$ cat src/design/pwlc_pkg.sv
package pwlc_pkg;

	// ----------------------------------------------------------------
	// Register map (byte offsets, one 32-bit word each)
	// ----------------------------------------------------------------
	localparam logic [7:0] PWLC_OFF_STATUS   = 8'h00;
	localparam logic [7:0] PWLC_OFF_RATIO    = 8'h04;
	localparam logic [7:0] PWLC_OFF_LPCTRL   = 8'h08;
	localparam logic [7:0] PWLC_OFF_WAKESEL  = 8'h0c;
	localparam logic [7:0] PWLC_OFF_WDCOUNT  = 8'h10;
	localparam logic [7:0] PWLC_OFF_WDKEY    = 8'h14;
	localparam logic [7:0] PWLC_OFF_WDCTRL   = 8'h18;
	localparam logic [7:0] PWLC_OFF_LPSTATE  = 8'h1c;

	// ----------------------------------------------------------------
	// Field positions
	// ----------------------------------------------------------------
	localparam int PWLC_ST_DIVBYP  = 0;
	localparam int PWLC_ST_PWRDN   = 1;
	localparam int PWLC_ST_MISSING = 2;
	localparam int PWLC_ST_LOCKED  = 3;
	localparam int PWLC_ST_LIMP    = 4;
	localparam int PWLC_LP_SEL_LSB = 0;
	localparam int PWLC_LP_QUAL_LSB = 8;
	localparam int PWLC_WD_DIS     = 0;
	localparam int PWLC_WD_WAKE    = 1;

	// ----------------------------------------------------------------
	// Values and reset values
	// ----------------------------------------------------------------
	localparam logic [3:0] PWLC_RATIO_BYPASS = 4'h0;
	localparam logic [3:0] PWLC_RATIO_MAX    = 4'ha;
	localparam logic [1:0] PWLC_LPSEL_IDLE   = 2'h0;
	localparam logic [1:0] PWLC_LPSEL_STBY   = 2'h1;
	localparam logic [5:0] PWLC_QUAL_RESET   = 6'h02;
	localparam logic [7:0] PWLC_WD_KEY_ARM   = 8'h55;
	localparam logic [7:0] PWLC_WD_KEY_FIRE  = 8'haa;
	localparam logic [7:0] PWLC_WD_MAX       = 8'hff;

	// ----------------------------------------------------------------
	// Timing
	// ----------------------------------------------------------------
	localparam int unsigned PWLC_LOCK_CYCLES   = 131072;
	localparam int unsigned PWLC_WD_PULSE      = 512;
	localparam int unsigned PWLC_WD_PRESCALE   = 512;
	localparam int unsigned PWLC_MISS_WINDOW   = 64;
	localparam int unsigned PWLC_MCLK_RST_LEN  = 16;
	localparam int unsigned PWLC_EXIT_RECOG    = 2;

	// ----------------------------------------------------------------
	// Types
	// ----------------------------------------------------------------
	typedef enum logic [1:0] {
		SRC_OSC_DIV2,
		SRC_OSC,
		SRC_PLL,
		SRC_LIMP
	} pwlc_clksrc_t;

	typedef enum logic [1:0] {
		LP_RUN,
		LP_IDLE,
		LP_STANDBY,
		LP_HALT
	} pwlc_lpstate_t;

	typedef struct packed {
		logic       disable_;
		logic       wakeMode;
	} pwlc_wdctrl_t;

	typedef struct packed {
		logic [5:0] qualCycles;
		logic [1:0] select;
	} pwlc_lpctrl_t;

	typedef struct packed {
		logic       cpuClkInRun;
		logic       cpuClkOutRun;
		logic       periphClkRun;
		logic       oscRun;
		logic       pllRun;
		logic       holdPins;
		logic       scanPortRun;
	} pwlc_clkgate_t;

endpackage

$ cat src/design/pwlc_watchdog.sv
`timescale 1ns/1ps
module pwlc_watchdog
	import pwlc_pkg::*;
(
	// Clock and reset
	input  wire logic       sys_clk,
	input  wire logic       rstn,
	// Control
	input  wire logic       tick,
	input  wire logic       run,
	input  wire logic       wakeMode,
	// Key port
	input  wire logic       keyWrite,
	input  wire logic [7:0] keyData,
	// Results
	output logic [7:0]      count,
	output logic            wdResetN,
	output logic            wdWakeEvent
);

	// ----------------------------------------------------------------
	// Key sequence and counter
	// ----------------------------------------------------------------
	logic        armed;
	logic [9:0]  pulseCnt;
	wire  logic  keyFire = keyWrite && armed && (keyData == PWLC_WD_KEY_FIRE);
	wire  logic  expire  = run && tick && (count == PWLC_WD_MAX);

	// A wrong key breaks the sequence, so 0x55 must come right before 0xaa
	always_ff @(posedge sys_clk or negedge rstn) begin
		if (!rstn) begin
			armed <= 1'b0;
		end else if (keyWrite) begin
			armed <= (keyData == PWLC_WD_KEY_ARM);
		end
	end

	// A key clear wins; otherwise the counter holds whenever run or tick is low
	always_ff @(posedge sys_clk or negedge rstn) begin
		if (!rstn) begin
			count <= 8'h00;
		end else if (keyFire) begin
			count <= 8'h00; // RULE_12
		end else if (run && tick) begin
			count <= count + 8'h01; // RULE_09
		end
	end

	// ----------------------------------------------------------------
	// Expiry: long low reset pulse or one-cycle wake
	// ----------------------------------------------------------------
	always_ff @(posedge sys_clk or negedge rstn) begin
		if (!rstn) begin
			pulseCnt    <= 10'h000;
			wdWakeEvent <= 1'b0;
		end else begin
			wdWakeEvent <= expire && wakeMode;
			if (expire && !wakeMode) begin
				pulseCnt <= 10'(PWLC_WD_PULSE); // RULE_11
			end else if (pulseCnt != 10'h000) begin
				pulseCnt <= pulseCnt - 10'h001;
			end
		end
	end

	assign wdResetN = (pulseCnt == 10'h000); // RULE_11

endmodule

$ cat src/design/pwlc_clock_ctrl.sv
`timescale 1ns/1ps
//
// Function
// [RULE_01] Divide bypass only set while ratio is zero
// [RULE_02] Power-down stops PLL, clock from oscillator
// [RULE_03] Reset and zero ratio select bypass
// [RULE_04] Bypass routes around PLL, PLL stays powered
// [RULE_05] Nonzero ratio gives oscillator times n over two
// [RULE_06] Ratio write forces bypass until lock
// [RULE_07] Lost oscillator after first seen gives limp clock
// [RULE_08] Bypass switches to limp clock automatically
// [RULE_09] Watchdog holds while input clock missing
// [RULE_10] Clock loss raises reset and sticky flag
// [RULE_11] Watchdog maximum drives 512-cycle low pulse
// [RULE_12] Key 0x55 then 0xaa clears watchdog
// [RULE_13] Standby stops peripherals, watchdog keeps waking
// [RULE_14] Idle watchdog wake raises CPU interrupt
// [RULE_15] Idle keeps clocks, exits on listed sources
// [RULE_16] Standby stops CPU clocks, listed exit sources
// [RULE_17] Halt stops oscillator, PLL and watchdog
// [RULE_18] Exit signals active low, held to count
// [RULE_19] Standby wake pins qualified programmed cycles
// [RULE_20] Low-power modes hold output pin states
// [RULE_21] Scan port keeps working while CPU stopped
// [RULE_22] Ratio four bits, reserved codes rejected
// [RULE_23] PLL locked after 131072 oscillator cycles
// [RULE_24] Missing oscillator found by edge-free window
module pwlc_clock_ctrl
	import pwlc_pkg::*;
#(
	parameter int unsigned LOCK_CYCLES = PWLC_LOCK_CYCLES
)(
	// Clock and reset
	input  wire logic          sys_clk,
	input  wire logic          rstn,
	// Register port
	input  wire logic [7:0]    regAddr,
	input  wire logic [31:0]   regWdata,
	input  wire logic          regWrite,
	input  wire logic          regRead,
	output logic [31:0]        regRdata,
	// Pins, asynchronous
	input  wire logic          ext_clock_pin,
	input  wire logic          ext_reset_n,
	input  wire logic          ext_nmi_n,
	input  wire logic          dbg_wake_n,
	input  wire logic [31:0]   gpioA,
	// CPU side, same clock
	input  wire logic          idleExec,
	input  wire logic          irqPending,
	// Clock path control
	output pwlc_clksrc_t       clkSrc,
	output logic [3:0]         pllMult,
	output pwlc_clkgate_t      clkGate,
	output pwlc_lpstate_t      lpState,
	// Events and resets
	output logic               wdIrq,
	output logic               cpuWake,
	output logic               devResetN
);

	// ----------------------------------------------------------------
	// Pin synchronisers
	// ----------------------------------------------------------------
	logic [35:0] syncA;
	logic [35:0] syncB;

	// Two flops per pin; only syncB feeds logic
	always_ff @(posedge sys_clk or negedge rstn) begin
		if (!rstn) begin
			syncA <= {4'hf, 32'hffffffff};
			syncB <= {4'hf, 32'hffffffff};
		end else begin
			syncA <= {ext_clock_pin, ext_reset_n, ext_nmi_n, dbg_wake_n, gpioA};
			syncB <= syncA;
		end
	end

	wire logic        oscPin  = syncB[35];
	wire logic        resetLo = !syncB[34];
	wire logic        nmiLo   = !syncB[33];
	wire logic        dbgLo   = !syncB[32];
	wire logic [31:0] gpioS   = syncB[31:0];

	// ----------------------------------------------------------------
	// Registers
	// ----------------------------------------------------------------
	logic          divBypass;
	logic          pllPowerDown;
	logic          missingFlag;
	logic [3:0]    ratio;
	pwlc_lpctrl_t  lpCtrl;
	logic [31:0]   wakeSel;
	pwlc_wdctrl_t  wdCtrl;
	logic          pllLocked;
	logic          oscMissing;
	logic [7:0]    wdCount;
	logic          wdResetN;
	logic          wdWakeEvent;

	wire logic wrStatus  = regWrite && (regAddr == PWLC_OFF_STATUS);
	wire logic wrRatio   = regWrite && (regAddr == PWLC_OFF_RATIO);
	wire logic wrLpCtrl  = regWrite && (regAddr == PWLC_OFF_LPCTRL);
	wire logic wrWakeSel = regWrite && (regAddr == PWLC_OFF_WAKESEL);
	wire logic wrWdKey   = regWrite && (regAddr == PWLC_OFF_WDKEY);
	wire logic wrWdCtrl  = regWrite && (regAddr == PWLC_OFF_WDCTRL);

	// Ratio must be legal, and frozen once divide bypass is set
	wire logic ratioOk   = (regWdata[3:0] <= PWLC_RATIO_MAX) && !divBypass; // RULE_22 RULE_01
	wire logic ratioZero = (ratio == PWLC_RATIO_BYPASS);
	wire logic ratioTake = wrRatio && ratioOk; // RULE_06

	// Status and ratio; bypass and power-down only accepted at ratio zero
	always_ff @(posedge sys_clk or negedge rstn) begin
		if (!rstn) begin
			divBypass    <= 1'b0;
			pllPowerDown <= 1'b0;
			ratio        <= PWLC_RATIO_BYPASS; // RULE_03
		end else begin
			if (wrStatus && ratioZero) begin
				divBypass    <= regWdata[PWLC_ST_DIVBYP]; // RULE_01
				pllPowerDown <= regWdata[PWLC_ST_PWRDN]; // RULE_02
			end
			if (ratioTake) begin
				ratio <= regWdata[3:0];
			end
		end
	end

	// Configuration words
	always_ff @(posedge sys_clk or negedge rstn) begin
		if (!rstn) begin
			lpCtrl  <= '{qualCycles: PWLC_QUAL_RESET, select: PWLC_LPSEL_IDLE};
			wakeSel <= 32'h00000000;
			wdCtrl  <= '{disable_: 1'b0, wakeMode: 1'b0};
		end else begin
			if (wrLpCtrl) begin
				lpCtrl.select     <= regWdata[PWLC_LP_SEL_LSB +: 2];
				lpCtrl.qualCycles <= regWdata[PWLC_LP_QUAL_LSB +: 6];
			end
			if (wrWakeSel) begin
				wakeSel <= regWdata;
			end
			if (wrWdCtrl) begin
				wdCtrl.disable_ <= regWdata[PWLC_WD_DIS];
				wdCtrl.wakeMode <= regWdata[PWLC_WD_WAKE];
			end
		end
	end

	// Read mux, answer one cycle after the strobe
	logic [31:0] rdMux;
	always_comb begin
		rdMux = 32'h00000000;
		case (regAddr)
			PWLC_OFF_STATUS:  rdMux = {27'h0, oscMissing, pllLocked,
				missingFlag, pllPowerDown, divBypass};
			PWLC_OFF_RATIO:   rdMux = {28'h0000000, ratio};
			PWLC_OFF_LPCTRL:  rdMux = {18'h0, lpCtrl.qualCycles, 6'h00, lpCtrl.select};
			PWLC_OFF_WAKESEL: rdMux = wakeSel;
			PWLC_OFF_WDCOUNT: rdMux = {24'h000000, wdCount};
			PWLC_OFF_WDCTRL:  rdMux = {30'h0, wdCtrl.wakeMode, wdCtrl.disable_};
			PWLC_OFF_LPSTATE: rdMux = {30'h0, lpState};
			default:          rdMux = 32'h00000000;
		endcase
	end

	always_ff @(posedge sys_clk or negedge rstn) begin
		if (!rstn) begin
			regRdata <= 32'h00000000;
		end else begin
			regRdata <= regRead ? rdMux : 32'h00000000;
		end
	end

	// ----------------------------------------------------------------
	// Oscillator monitor
	// ----------------------------------------------------------------
	logic        oscPrev;
	logic        oscSeen;
	logic [6:0]  missCnt;
	logic [4:0]  mclkRstCnt;
	wire  logic  oscEdge   = oscPin && !oscPrev;
	wire  logic  oscOff    = (lpState == LP_HALT); // oscillator deliberately off
	wire  logic  missHit   = (missCnt == 7'(PWLC_MISS_WINDOW)) && oscSeen && !oscOff;
	wire  logic  missStart = missHit && !oscMissing;

	// Edge-free window marks the input lost; the window is cleared during halt
	always_ff @(posedge sys_clk or negedge rstn) begin
		if (!rstn) begin
			oscPrev    <= 1'b1; // Same as synchroniser reset, so no false edge
			oscSeen    <= 1'b0;
			missCnt    <= 7'h00;
			oscMissing <= 1'b0;
		end else begin
			oscPrev <= oscPin;
			if (oscEdge || oscOff) begin
				missCnt    <= 7'h00;
				oscSeen    <= oscSeen || oscEdge;
				oscMissing <= 1'b0;
			end else if (missHit) begin
				oscMissing <= 1'b1; // RULE_24 RULE_07
			end else begin
				missCnt <= missCnt + 7'h01;
			end
		end
	end

	// Flag is sticky; a new loss wins over a write-one clear
	always_ff @(posedge sys_clk or negedge rstn) begin
		if (!rstn) begin
			missingFlag <= 1'b0;
			mclkRstCnt  <= 5'h00;
		end else begin
			if (missStart) begin
				missingFlag <= 1'b1; // RULE_10
			end else if (wrStatus && regWdata[PWLC_ST_MISSING]) begin
				missingFlag <= 1'b0;
			end
			if (missStart) begin
				mclkRstCnt <= 5'(PWLC_MCLK_RST_LEN); // RULE_10
			end else if (mclkRstCnt != 5'h00) begin
				mclkRstCnt <= mclkRstCnt - 5'h01;
			end
		end
	end

	// ----------------------------------------------------------------
	// PLL lock and source selection
	// ----------------------------------------------------------------
	logic [17:0] lockCnt;
	wire  logic  pllOn = !pllPowerDown && !oscOff;

	// Any accepted ratio write restarts lock; halt also loses lock
	always_ff @(posedge sys_clk or negedge rstn) begin
		if (!rstn) begin
			lockCnt   <= 18'h00000;
			pllLocked <= 1'b0;
		end else if (ratioTake || !pllOn || ratioZero) begin
			lockCnt   <= 18'h00000; // RULE_06
			pllLocked <= 1'b0;
		end else if (lockCnt == 18'(LOCK_CYCLES - 1)) begin
			pllLocked <= 1'b1; // RULE_23
		end else begin
			lockCnt <= lockCnt + 18'h00001;
		end
	end

	wire logic bypassSel = ratioZero || !pllLocked || pllPowerDown; // RULE_03 RULE_06
	wire logic limpSel   = oscMissing && !pllPowerDown; // RULE_07 RULE_08

	always_comb begin
		if (limpSel) begin
			clkSrc = SRC_LIMP; // RULE_08
		end else if (bypassSel) begin
			clkSrc = divBypass ? SRC_OSC : SRC_OSC_DIV2; // RULE_02 RULE_04
		end else begin
			clkSrc = SRC_PLL; // RULE_05
		end
	end

	assign pllMult = ratio; // RULE_05

	// ----------------------------------------------------------------
	// Watchdog
	// ----------------------------------------------------------------
	logic [8:0] wdDiv;
	wire  logic wdTick = (wdDiv == 9'(PWLC_WD_PRESCALE - 1));
	wire  logic wdRun  = !wdCtrl.disable_ && !oscMissing && !oscOff; // RULE_09 RULE_17

	// Prescaler runs on the oscillator rate, even in standby
	always_ff @(posedge sys_clk or negedge rstn) begin
		if (!rstn) begin
			wdDiv <= 9'h000;
		end else if (!wdRun || wdTick) begin
			wdDiv <= 9'h000;
		end else begin
			wdDiv <= wdDiv + 9'h001; // RULE_13
		end
	end

	pwlc_watchdog u_watchdog (
		.sys_clk     (sys_clk),
		.rstn        (rstn),
		.tick        (wdTick),
		.run         (wdRun),
		.wakeMode    (wdCtrl.wakeMode),
		.keyWrite    (wrWdKey), // RULE_12
		.keyData     (regWdata[7:0]),
		.count       (wdCount),
		.wdResetN    (wdResetN),
		.wdWakeEvent (wdWakeEvent)
	);

	// Idle or running: wake goes to the interrupt expansion
	assign wdIrq = wdWakeEvent && (lpState == LP_RUN || lpState == LP_IDLE); // RULE_14

	assign devResetN = wdResetN && (mclkRstCnt == 5'h00); // RULE_10 RULE_11

	// ----------------------------------------------------------------
	// Low-power controller
	// ----------------------------------------------------------------
	pwlc_lpstate_t lpNext;
	logic [5:0]    gpioCnt;
	logic [1:0]    exitCnt;
	logic          wdWakeHeld;
	wire  logic    gpioLo  = |(~gpioS & wakeSel);
	wire  logic    idleSrc = resetLo || nmiLo || irqPending || wdWakeHeld; // RULE_15
	wire  logic    stbySrc = resetLo || nmiLo || dbgLo || wdWakeHeld; // RULE_16
	wire  logic    haltSrc = resetLo || nmiLo || dbgLo || gpioLo; // RULE_17
	logic          exitSrc;

	always_comb begin
		case (lpState)
			LP_IDLE:    exitSrc = idleSrc;
			LP_STANDBY: exitSrc = stbySrc;
			LP_HALT:    exitSrc = haltSrc;
			default:    exitSrc = 1'b0;
		endcase
	end

	// Short glitches drop back to the mode; only a held level wakes
	wire logic exitQual = exitSrc && (exitCnt == 2'(PWLC_EXIT_RECOG - 1)); // RULE_18
	wire logic gpioQual = (lpState == LP_STANDBY) && gpioLo
		&& (gpioCnt >= lpCtrl.qualCycles); // RULE_19
	wire logic wakeNow  = exitQual || gpioQual;

	always_comb begin
		lpNext = lpState;
		case (lpState)
			LP_RUN: begin
				if (idleExec) begin
					if (lpCtrl.select[1]) begin
						lpNext = LP_HALT;
					end else if (lpCtrl.select == PWLC_LPSEL_STBY) begin
						lpNext = LP_STANDBY;
					end else begin
						lpNext = LP_IDLE;
					end
				end
			end
			LP_IDLE, LP_STANDBY, LP_HALT: begin
				if (wakeNow) begin
					lpNext = LP_RUN;
				end
			end
			default: lpNext = LP_RUN;
		endcase
	end

	// Qualifier counters restart on any high sample
	always_ff @(posedge sys_clk or negedge rstn) begin
		if (!rstn) begin
			lpState    <= LP_RUN;
			exitCnt    <= 2'h0;
			gpioCnt    <= 6'h00;
			wdWakeHeld <= 1'b0;
			cpuWake    <= 1'b0;
		end else begin
			lpState <= lpNext;
			cpuWake <= wakeNow;
			exitCnt <= (exitSrc && !exitQual) ? exitCnt + 2'h1 : 2'h0; // RULE_18
			if (gpioLo && (lpState == LP_STANDBY) && !gpioQual) begin
				gpioCnt <= gpioCnt + 6'h01; // RULE_19
			end else begin
				gpioCnt <= 6'h00;
			end
			// One-cycle wake is stretched until it is recognised
			if (wdWakeEvent && lpState != LP_RUN) begin
				wdWakeHeld <= 1'b1; // RULE_13
			end else if (wakeNow || lpState == LP_RUN) begin
				wdWakeHeld <= 1'b0;
			end
		end
	end

	// Clock gates; pins are frozen rather than reset in any low-power mode
	assign clkGate.cpuClkInRun  = (lpState == LP_RUN || lpState == LP_IDLE); // RULE_15 RULE_16
	assign clkGate.cpuClkOutRun = (lpState == LP_RUN || lpState == LP_IDLE); // RULE_15
	assign clkGate.periphClkRun = (lpState == LP_RUN || lpState == LP_IDLE); // RULE_13
	assign clkGate.oscRun       = !oscOff; // RULE_17
	assign clkGate.pllRun       = pllOn; // RULE_02 RULE_04
	assign clkGate.holdPins     = (lpState != LP_RUN); // RULE_20
	assign clkGate.scanPortRun  = 1'b1; // RULE_21

endmodule

$ cat config.mk
export PLATFORM = sky130hd
export DESIGN_NAME = pwlc_clock_ctrl
export DESIGN_NICKNAME = d
export VERILOG_FILES = /design/src/design/pwlc_pkg.sv /design/src/design/pwlc_watchdog.sv /design/src/design/pwlc_clock_ctrl.sv
export SDC_FILE = /design/constraint.sdc
export NUM_CORES = 1
export LEC_CHECK = 0
export ABC_AREA = 0
export CORE_AREA = 2 2 128 130
export CTS_BUF_LIST = sky130_fd_sc_hd__clkbuf_4 sky130_fd_sc_hd__clkbuf_8
export CTS_CLUSTER_DIAMETER = 30
export DETAILED_ROUTE_END_ITERATION = 10
export DIE_AREA = 0 0 130 132
export DONT_BUFFER_PORTS = 1
export PLACE_DENSITY = 0.77
export SLEW_MARGIN = 15
export SYNTH_ARGS = -nofsm -noshare
export SYNTH_HDL_FRONTEND = slang
export SYNTH_SLANG_ARGS = --single-unit
$ cat constraint.sdc
create_clock -name sys_clk -period 2.1 [get_ports sys_clk]
set_input_delay 0.105 -clock sys_clk [delete_from_list [all_inputs] [get_ports sys_clk]]
set_output_delay 0.105 -clock sys_clk [all_outputs]
set_load 0.02 [all_outputs]
==> impl_results.md, run 1 <==
* Status: finished, violations left
* Failing checks: negative hold slack, negative setup slack
* Max Slew Vio Count at 0
* Post-synthesis net count at 840
* Final Setup Violations at 6
* Worst Setup End Kind: output port
* Clock Power Share at 0.450
* Wirelength, routed at 22.8 mm
* Synth Flop Type: dfrtp_1
* Vias at 6467
* Clock root buffer master: clkbuf_8
* Met2 wire len at 11.7 mm
* Mux cell area share after synthesis at 0.0754
* Placed instance area at 0.00968 mm2
* Sw frac at 0.248
* Simple-Gate Fraction of Synth Area at 0.147
* Tcrit/Tclk final at 1.09
* Die Span X at 130 um
* Metal3 WL at 1.81 mm
* Worst-skew pair later-pin latency at 0.54 ns
* Share of cells above drive strength 1 at 0.303
* HPWL Detailed at 13.6 mm
* Starting Density at 0.584
* Max IR drop VDD at 0.799 mV
* Ys async rst share at 1.00
* Ports at 132
* Starting DRT DRC Count at 549
* R2R depth at 8
* Final Hold Slack at -0.725 ns
* Clock skew at 0.0208 ns
* Yosys cell types at 62
* Initial antenna violation count at 1
* ANT nets after route at 0
* Startpoint types: register
* Max transition margin at 0.453
* Grt total ovfl at 0
* Hold Crit Class: input port to async pin
* Logic pwr share at 0.101
* Row cnt at 46
* Post-synthesis adder-cell area fraction at 0.0232
* FF+latch count, synth at 228
* Worst setup margin at -0.183 ns
* Die Area at 0.0172 mm2
* Avg Vias per Cell at 5.69
* CP arrival at 2.18 ns
* XOR/XNOR Fraction of Synth Area at 0.0429
* CTS Buffer Depth at 3
* H-tree depth at 2
* Largest net degree at the start of global routing at 229
* Largest family of logic cells by synthesized area: simple AND/OR/NAND/NOR gates
* Worst Tran Pin Value at 0.818 ns
* Yosys top cell by area: dfrtp_1
* Area Overhead vs Synth at 26.2%
* Num CTS Buffers at 42
* DRT Pass-1 Iters at 5
* Reg clk slew, reported paths at 0.06 ns
* Avg WL per Cell at 20.1 um
* WL met1 at 8.49 mm
* Pwr Density at 953 mW/mm2
* Syn avg cell area at 12.4 um2
* Fin nets at 987
* Max Clock Freq at 438 MHz
* Synth top area cells: dfrtp_1 42%, dfstp_2 21%, mux2_2 5.5%
* Post-Place Setup Slack at -0.0979 ns
* Uppermost routed layer: met4
* CTS Hold Bufs at 75
* Psw at 2.73 mW
* Placer Congestion at 0.823
* Synth Cell Area at 0.00918 mm2
* DRC viols at 0
* Max-cap check violation count at 0
* Sink Count at 228
* Post-layout min period at 2.28 ns
* First-pass GRT wire length at 36.7 mm
* Post-synthesis sequential area ratio at 0.632
* Leak Pwr at 5.26 nW
* Worst Path Max Fanout at 3
* Reg power frac at 0.449
* Synth Area in Compound Gates at 0.0474
* WP data required at 2.00 ns
* Warnings from Yosys at 0
* # port buffers at 0
* CTS tree: built
* Final Cell Area at 0.0116 mm2
* Synthesized instance count at 741
* Total GRT Usage at 0.275
* CP Class: register to output port
* Yosys top cell area share at 0.420
* Chip height at 132 um
* RSZ-0062 raised after global routing: true
* Final Hold Vio Count at 228
* Core area at 0.0157 mm2
* P_int at 8.30 mW
* Number of global-route vias before repair at 7125
* EDFF count, synth at 0
## cells by family (layout without fill, tap and decap cells)
family | after synthesis | count (layout)
xor+xnor | 45 | 45
other cells | 1 | 2
compound gates | 65 | 65
simple gates | 256 | 256
buf+inv | 68 | 246
flops | 228 | 228
mux | 61 | 61
fa+ha+maj | 17 | 17
## per-stage QoR
step	util	instances	TNS, ns	power (mW)
2_1_floorplan	-	741	0	5.64
3_3_place_gp	0.616	980	-0.104	5.87
3_5_place_dp	0.616	980	-0.195	5.94
4_1_cts	0.730	1130	-0.301	11.0
5_1_grt	0.737	1136	-0.957	11.5
6_report	0.737	1136	-0.497	11.0
## layer usage
layer / vias up / track usage
met5: - / 0
met3: 80 / 0.0836
li1: 2838 / -
met2: 298 / 0.463
met1: 3251 / 0.330
met4: 0 / 0.111
## cell type report
cell class | count | area [um2]
Clock buffer | 62 | 803
Antenna cell | 1 | 2.50
Clock inverter | 13 | 208
Timing Repair Buffer | 125 | 1150
Tap cell | 216 | 270
Inverter | 46 | 173
Multi-Input combinational cell | 445 | 3180
Fill cell | 885 | 4130
Sequential cell | 228 | 5800
## timing repair
item	4_1_cts	5_1_grt
endpoints found under the setup margin	4	31
pin swaps	1	6
setup buffers	1	5
resized for setup	9	16
hold endpoints to repair	356	228
## critical path, stage by stage, from the launching register on
cell,delay (ns)
dfrtp_1,0.40
or4_4,0.53
or4_4,0.52
nor2_4,0.10
buf_6,0.12
## placed cells by master, fill, tap and decap left out, types with 4 or more instances in the layout
| master | netlist | routed |
|---|---|---|
| dfrtp_1 | 154 | 154 |
| nor2_1 | 85 | 83 |
| dlygate4sd3_1 | 0 | 75 |
| dfstp_2 | 74 | 74 |
| clkbuf_8 | 0 | 54 |
| buf_4 | 4 | 47 |
| inv_1 | 46 | 46 |
| mux2_2 | 45 | 45 |
| nand2_1 | 32 | 31 |
| and3_1 | 30 | 29 |
| xnor2_1 | 27 | 26 |
| nand3_1 | 24 | 23 |
| xor2_1 | 18 | 18 |
| nor3_1 | 17 | 16 |
| ha_1 | 17 | 16 |
| nand2b_1 | 15 | 14 |
| a21oi_1 | 14 | 13 |
| o22ai_1 | 12 | 12 |
| nand4_1 | 9 | 9 |
| mux2i_1 | 8 | 8 |
| clkbuf_4 | 0 | 8 |
| o21ai_0 | 9 | 7 |
| or4_4 | 2 | 7 |
| nor4_1 | 6 | 6 |
| a22oi_1 | 5 | 5 |
| bufinv_16 | 0 | 5 |
| o21a_1 | 4 | 4 |
| nor2b_1 | 4 | 4 |
| mux2_4 | 4 | 4 |
| mux2_1 | 4 | 4 |
| clkinvlp_4 | 0 | 4 |
## synthesized netlist by cell type, types with 5 or more instances
cell	instances
nand4_1	9
xor2_1	18
clkbuf_1	12
o21ai_0	9
mux2_2	45
dfrtp_1	154
ha_1	17
nand3_1	24
a22oi_1	5
nand2_1	32
nor4_1	6
xnor2_1	27
inv_1	46
nand2b_1	15
o22ai_1	12
dfstp_2	74
nor3_1	17
a21oi_1	14
mux2i_1	8
or4_1	6
nor2_1	85
and3_1	30
## state kept, by name, summed over array words and instances, names as in the netlist, 4 cells and up
name / cells
syncA: 36
syncB: 36
regRdata: 32
wakeSel: 32
lockCnt: 18
u_watchdog.pulseCnt: 10
wdDiv: 9
lpCtrl: 8
u_watchdog.count: 8
missCnt: 7
gpioCnt: 6
mclkRstCnt: 5
pllMult: 4
## path summary, 6_finish.rpt
check,start,end,slack [ns]
setup / recovery,u_watchdog.pulseCnt[5]$_DFFE_PN0P_,devResetN,-0.18
hold / removal,rstn,regRdata[21]$_DFF_PN0_,-0.73
setup reg to reg,u_watchdog.pulseCnt[5]$_DFFE_PN0P_,u_watchdog.pulseCnt[6]$_DFFE_PN0P_,-0.11
hold reg to reg,syncA[5]$_DFF_PN1_,syncB[5]$_DFF_PN1_,0.35
max in group asynchronous,rstn,syncA[5]$_DFF_PN1_,2.35
min in group sys_clk,regWrite,lpCtrl[1]$_DFFE_PN0P_,0.02
## power groups by stage
stage,combinational [mW],sequential [mW],clock (mW)
2_1_floorplan,0.701,4.94,0
3_3_place_gp,0.876,4.99,0
3_5_place_dp,0.923,5.01,0
4_1_cts,1.08,4.95,4.98
5_1_grt,1.22,4.98,5.25
6_report,1.11,4.95,4.97
Note: power is estimated with default switching activity, not from simulation.
==> inputs of run 2 (changes only) <==
--- a/config.mk
+++ b/config.mk
@@ -6,13 +6,13 @@
 export NUM_CORES = 1
 export LEC_CHECK = 0
 export ABC_AREA = 0
-export CORE_AREA = 2 2 128 130
+export CORE_AREA = 2 2 127 129
 export CTS_BUF_LIST = sky130_fd_sc_hd__clkbuf_4 sky130_fd_sc_hd__clkbuf_8
 export CTS_CLUSTER_DIAMETER = 30
 export DETAILED_ROUTE_END_ITERATION = 10
-export DIE_AREA = 0 0 130 132
+export DIE_AREA = 0 0 129 131
 export DONT_BUFFER_PORTS = 1
-export PLACE_DENSITY = 0.77
+export PLACE_DENSITY = 0.75
 export SLEW_MARGIN = 15
 export SYNTH_ARGS = -nofsm -noshare
 export SYNTH_HDL_FRONTEND = slang
==> constraint.sdc (replaced) <==
create_clock -name sys_clk -period 2.9 [get_ports sys_clk]
set_input_delay 0.145 -clock sys_clk [delete_from_list [all_inputs] [get_ports sys_clk]]
set_output_delay 0.145 -clock sys_clk [all_outputs]
set_load 0.02 [all_outputs]
==> run 2 against run 1 <==
Effect of this change:
- the run ends with negative hold slack left
- routed wire length down 10%
- design area down 3.7%
- sequential power down 28%
- count of clock-buffer cells in the layout down 5
- core utilization down 2.2 points
- hold slack better by 0.037 ns
- largest cell class unchanged
- largest power group is now sequential cells
==> impl_results.md, run 2 (synthesis results as in run 1) <==
* Status: finished, violations left
* Failing checks: negative hold slack
* Cts repair resizes at 0 (-9)
* Most common cell after layout, fill and taps aside: dfrtp_1
* Crit path largest cell delay at 0.66 ns (+0.13 ns)
* Starting Density at 0.588 (+0.00431)
* Critical path, cell by cell: or4_1, or4_1, nor2_1
* Tot Pwr at 7.76 mW (-30%)
* Post-Place Setup Slack at 0.512 ns (+0.610 ns)
* Area Overhead vs Synth at 21.6%
* DRC viols at 0 (unchanged)
* Worst R2R Setup Slack at 0.52 ns (+0.63 ns)
* Antenna Cells at 0 (-1)
* Reg2Reg Launch Point: syncB[2]$_DFF_PN1_
* P_int at 5.83 mW (-30%)
* WP data required at 2.76 ns (+0.76 ns)
* Worst setup margin at 0.214 ns (+0.397 ns)
* Share of cells above drive strength 1 at 0.249 (-0.0534)
* Fillers at 1035 (+17%)
* Grt peak-use layer: met2
* Vias at 6096 (-5.7%)
* Row cnt at 46 (unchanged)
* Reg clk slew, reported paths at 0.06 ns (about the same)
* Max Slew Vio Count at 0 (unchanged)
* R2R depth at 6 (-2)
* Max-cap check violation count at 0 (unchanged)
* CTS tree: built
* Leak Pwr at 5.02 nW (-4.5%)
* CP most frequent cell: or4_1
* Max Clock Freq at 372 MHz
* Wirelength, routed at 20.4 mm (-10%)
* Met1 usage at 0.307 (-0.0235)
* Worst-skew pair later-pin latency at 0.55 ns (about the same)
* Psw at 1.94 mW (-29%)
* First-pass GRT wire length at 33.3 mm (-9.2%)
* Sink Count at 228 (unchanged)
* CTS Buffer Depth at 3 (unchanged)
* Reg power frac at 0.460 (+0.011)
* Worst Path Max Fanout at 6 (+3)
* Final core occ at 0.715 (-0.0218)
* Hold Crit Class: input port to async pin
* Logic pwr share at 0.095 (-0.006)
* Clock skew at 0.0225 ns (+0.00169 ns)
* Core area at 0.0156 mm2 (-0.73%)
* Total GRT Usage at 0.256 (-0.0194)
* # port buffers at 0 (unchanged)
* Max IR drop VDD at 0.520 mV (-35%)
* Fin nets at 949 (-3.9%)
* Avg Vias per Cell at 5.55 (-2.6%)
* Chip height at 131 um (-0.76%)
* Sw frac at 0.249 (+0.00179)
* Post-route setup TNS at 0 ns (+0.497 ns)
* Worst Tran Pin Value at 0.798 ns (-0.0199 ns)
* M2 GR Usage at 0.437 (-0.0258)
* Worst flop-to-flop path endpoint: wdWakeHeld$_DFFE_PN0P_
* Num CTS Buffers at 41 (-2.4%)
* DRT Pass-1 Iters at 6 (+1)
* HPWL Detailed at 12.7 mm (-7.2%)
* Die Span X at 129 um (-0.77%)
* CP Class: register to output port
* Post-layout min period at 2.69 ns
* Die Area at 0.0169 mm2 (-1.5%)
* Most frequent cells in the layout: 154 x dfrtp_1, 85 x nor2_1, 78 x dlygate4sd3_1, 74 x dfstp_2, 47 x clkbuf_8
* Worst Setup End Kind: output port
* ANT nets after route at 0 (unchanged)
* Post-CTS Setup Bufs at 0 (-1)
* Met3 usage at 0.0753 (-0.00828)
* CP arrival at 2.54 ns (+0.36 ns)
* CTS Hold Bufs at 78 (+4.0%)
* Final Hold Vio Count at 228 (unchanged)
* Largest net degree at the start of global routing at 229 (unchanged)
* Startpoint types: register
* Tcrit/Tclk final at 0.926
* Pwr Density at 696 mW/mm2 (-27%)
* Starting DRT DRC Count at 524 (-4.6%)
* Clock root buffer master: clkbuf_8
* Largest regs: syncA x36, syncB x36
* Grt total ovfl at 0 (unchanged)
* Placer Congestion at 0.874 (+6.3%)
* Final cell count without fillers at 1099 (-3.3%)
* Number of global-route vias before repair at 6592 (-7.5%)
* Final Hold Slack at -0.688 ns (+0.0366 ns)
* Avg WL per Cell at 18.6 um (-7.5%)
* Placed Cells at 945 (-3.6%)
* Initial antenna violation count at 0 (-1)
* Ports at 132 (unchanged)
* H-tree depth at 2 (unchanged)
* Max transition margin at 0.466 (+0.0133)
* Final Setup Violations at 0 (-6)
* Clock Power Share at 0.445 (-0.005)
* Slowest-stage cell, CP: or4_1
* RSZ-0062 raised after global routing: false
==> run 2: cell count changes in the layout (fill, tap and decap cells not counted), sizes merged <==
cell and delta:
buf -40, clkinvlp +1, diode -1, dlygate4sd3 +3
clkinv +5, clkbuf -5
==> run 2: power groups by stage <==
stage	clock, mW	combinational (mW)	sequential, mW
2_1_floorplan	0	0.508	3.58
3_3_place_gp	0	0.597	3.60
3_5_place_dp	0	0.627	3.62
4_1_cts	3.49	0.735	3.57
5_1_grt	3.68	0.815	3.59
6_report	3.45	0.738	3.57
==> run 2: per-stage QoR <==
step	hold slack (ns)	area [um2]
final	-0.688	11200
after global routing	-0.724	11200
after CTS	-0.719	11200
after detailed placement	-0.142	9400
after global placement	-0.142	9400
after floorplan	-0.151	9180
==> run 2: worst max-delay path: cells and delay by family, from the launching register on <==
kind	cells	cell delay, ns
and+or+nand+nor	3	1.64
DFF	1	0.38
==> run 2: layout make-up <==
cell class,instances,area [um2],share of cell area
multi-input cells,445,3090,0.277
inverters,46,173,0.0155
well taps,216,270,0.0242
clock buffers,57,722,0.0647
clock inverters,19,250,0.0224
flip-flops and latches,228,5800,0.520
repair buffers,88,856,0.0767
==> run 2: per-layer routing <==
| layer | share of wire | wire length [um] | up-vias |
|---|---|---|---|
| met5 | 0 | 0 | - |
| met4 | 0.029 | 588 | 0 |
| met3 | 0.080 | 1640 | 53 |
| met2 | 0.50 | 10200 | 219 |
| met1 | 0.39 | 7980 | 3043 |
| li1 | - | - | 2781 |
==> run 2: worst max-delay path by stage <==
stage	start	endpoint	slack (ns)	cells after the start
floorplan	lpState[1]$_DFFE_PN0P_	u_watchdog.pulseCnt[1]$_DFFE_PN0P_	0.76	7
global placement	syncB[16]$_DFF_PN1_	wdWakeHeld$_DFFE_PN0P_	0.57	6
global route	u_watchdog.pulseCnt[5]$_DFFE_PN0P_	devResetN	0.11	3
detailed placement	wdDiv[0]$_DFF_PN0_	u_watchdog.pulseCnt[6]$_DFFE_PN0P_	0.51	9
CTS	u_watchdog.pulseCnt[6]$_DFFE_PN0P_	devResetN	0.17	3
finish	u_watchdog.pulseCnt[6]$_DFFE_PN0P_	devResetN	0.21	3
==> inputs of run 3 (changes only) <==
--- a/config.mk
+++ b/config.mk
@@ -6,13 +6,13 @@
 export NUM_CORES = 1
 export LEC_CHECK = 0
 export ABC_AREA = 0
+export BUFFER_PORTS_ARGS = -buffer_cell sky130_fd_sc_hd__buf_4
 export CORE_AREA = 2 2 127 129
 export CTS_BUF_LIST = sky130_fd_sc_hd__clkbuf_4 sky130_fd_sc_hd__clkbuf_8
 export CTS_CLUSTER_DIAMETER = 30
 export DETAILED_ROUTE_END_ITERATION = 10
 export DIE_AREA = 0 0 129 131
-export DONT_BUFFER_PORTS = 1
-export PLACE_DENSITY = 0.75
+export PLACE_DENSITY = 0.82
 export SLEW_MARGIN = 15
 export SYNTH_ARGS = -nofsm -noshare
 export SYNTH_HDL_FRONTEND = slang
==> run 3 against run 2 <==
Effect of this change:
- setup slack improved by 0.061 ns
- combinational power is 35% higher
- hold slack gained 0.77 ns
- maximum frequency increased by 2.3%
- the run now ends clean
==> impl_results.md, run 3 (synthesis results as in run 1) <==
* Status: finished clean
* Starting Density at 0.588 (unchanged)
* Fin nets at 1077 (+13%)
* Avg WL per Cell at 18.2 um (-2.0%)
* Startpoint types: register
* Core area at 0.0156 mm2 (unchanged)
* Leak Pwr at 5.69 nW (+13%)
* Vias at 6587 (+8.1%)
* Clock root buffer master: clkbuf_8
* Final cell count without fillers at 1229 (+12%)
* Starting DRT DRC Count at 481 (-8.2%)
* Worst-skew pair later-pin latency at 0.54 ns (about the same)
* Share of cells above drive strength 1 at 0.350 (+0.101)
* CTS tree: built
* Wirelength, routed at 22.4 mm (+9.6%)
* CP arrival at 2.48 ns (-0.06 ns)
* Max IR drop VDD at 0.566 mV (+8.7%)
* Max transition margin at 0.422 (-0.0446)
* ANT nets after route at 0 (unchanged)
* HPWL Detailed at 13.3 mm (+4.8%)
* Largest regs: syncA x36, syncB x36
* H-tree depth at 2 (unchanged)
* Post-route setup TNS at 0 ns (unchanged)
* CP Class: register to output port
* Number of global-route vias before repair at 7100 (+7.7%)
* Sink Count at 228 (unchanged)
* Most common cell after layout, fill and taps aside: dfrtp_1
* Placer Congestion at 0.864 (-1.2%)
* # port buffers at 130 (+130)
* Die Area at 0.0169 mm2 (unchanged)
* Die Span X at 129 um (unchanged)
* Post-CTS Setup Bufs at 0 (unchanged)
* Worst Path Max Fanout at 6 (unchanged)
* Post-layout min period at 2.62 ns (-0.0609 ns)
* First-pass GRT wire length at 36.3 mm (+9.0%)
* Hold Crit Class: input port to register
* Clock skew at 0.0305 ns (+0.00801 ns)
* Max Clock Freq at 381 MHz (+2.3%)
* Row cnt at 46 (unchanged)
* Pwr Density at 662 mW/mm2 (-4.8%)
* Avg Vias per Cell at 5.36 (-3.4%)
* Worst setup margin at 0.275 ns (+0.0609 ns)
* Tcrit/Tclk final at 0.905 (-0.0210)
* Final Setup Violations at 0 (unchanged)
* Worst Tran Pin Value at 0.867 ns (+0.0695 ns)
* Grt total ovfl at 0 (unchanged)
* Reg clk slew, reported paths at 0.06 ns (about the same)
* Antenna Cells at 0 (unchanged)
* Worst R2R Setup Slack at 0.40 ns (-0.12 ns)
* CTS Buffer Depth at 3 (unchanged)
* Worst Setup End Kind: output port
* Largest net degree at the start of global routing at 116 (-49%)
* Initial antenna violation count at 0 (unchanged)
* Num CTS Buffers at 43 (+4.9%)
* Placed Cells at 1076 (+14%)
* Area Overhead vs Synth at 32.2%
* Total GRT Usage at 0.279 (+0.0236)
* Final Hold Vio Count at 0 (-100%)
* Chip height at 131 um (unchanged)
* Post-Place Setup Slack at 0.473 ns (-0.0387 ns)
* Fillers at 920 (-11%)
* Most frequent cells in the layout: 154 x dfrtp_1, 138 x buf_4, 85 x nor2_1, 74 x dfstp_2, 73 x dlygate4sd3_1
* Max Slew Vio Count at 0 (unchanged)
* RSZ-0062 raised after global routing: false
* Ports at 132 (unchanged)
* DRT Pass-1 Iters at 5 (-1)
* DRC viols at 0 (unchanged)
* WP data required at 2.76 ns (about the same)
* Max-cap check violation count at 0 (unchanged)
-- run 3: through the flow --
step | util | area [um2] | power, mW | hold slack, ns
detailed placement | 0.668 | 10400 | 4.50 | 0.254
CTS | 0.778 | 12100 | 8.04 | 0.0572
global placement | 0.668 | 10400 | 4.45 | 0.254
global route | 0.778 | 12100 | 8.39 | 0.0807
floorplan | - | 9180 | 4.09 | -0.151
finish | 0.778 | 12100 | 8.03 | 0.0814
-- run 3: per-layer routing --
| layer | part of all wire | global-route usage |
|---|---|---|
| met1 | 0.41 | 0.345 |
| met2 | 0.53 | 0.503 |
| met3 | 0.049 | 0.0558 |
| met4 | 0.011 | 0.0806 |
| met5 | 0 | 0 |
-- run 3: path summary, 6_finish.rpt --
check | from | to | cells after the start
max | u_watchdog.pulseCnt[5]$_DFFE_PN0P_ | devResetN | 4
min | regAddr[2] | regRdata[1]$_DFF_PN0_ | 3
max reg2reg | wdDiv[0]$_DFF_PN0_ | u_watchdog.pulseCnt[1]$_DFFE_PN0P_ | 9
min reg2reg | syncA[24]$_DFF_PN1_ | syncB[24]$_DFF_PN1_ | 0
max in group asynchronous | rstn | syncB[5]$_DFF_PN1_ | 3
min in group asynchronous | rstn | missCnt[5]$_DFFE_PN0P_ | 2
-- run 3: layout make-up --
| class | count | area (um2) | area share |
|---|---|---|---|
| clock buffers | 57 | 741 | 0.0610 |
| clock inverters | 23 | 245 | 0.0202 |
| inverters | 46 | 173 | 0.0142 |
| multi-input cells | 445 | 3090 | 0.254 |
| flip-flops and latches | 228 | 5800 | 0.478 |
| well taps | 216 | 270 | 0.0223 |
| repair buffers | 214 | 1820 | 0.150 |
-- run 3: power by group --
part | total [mW] | switching, mW | internal (mW)
sequential | 3.55 | 0.136 | 3.41
clock | 3.49 | 1.43 | 2.06
combinational | 0.998 | 0.547 | 0.451
-- run 3: critical path, stage by stage, from the launching register on --
cell and delay (ns):
dfrtp_1 0.40, or4_1 0.59, or4_1 0.65, nor2_1 0.16
buf_4 0.16
-- run 3: what timing repair did --
item | in CTS | in global routing
endpoints found under the hold margin | 194 | 0
gates resized for setup | 0 | 0
hold buffers | 73 | 0
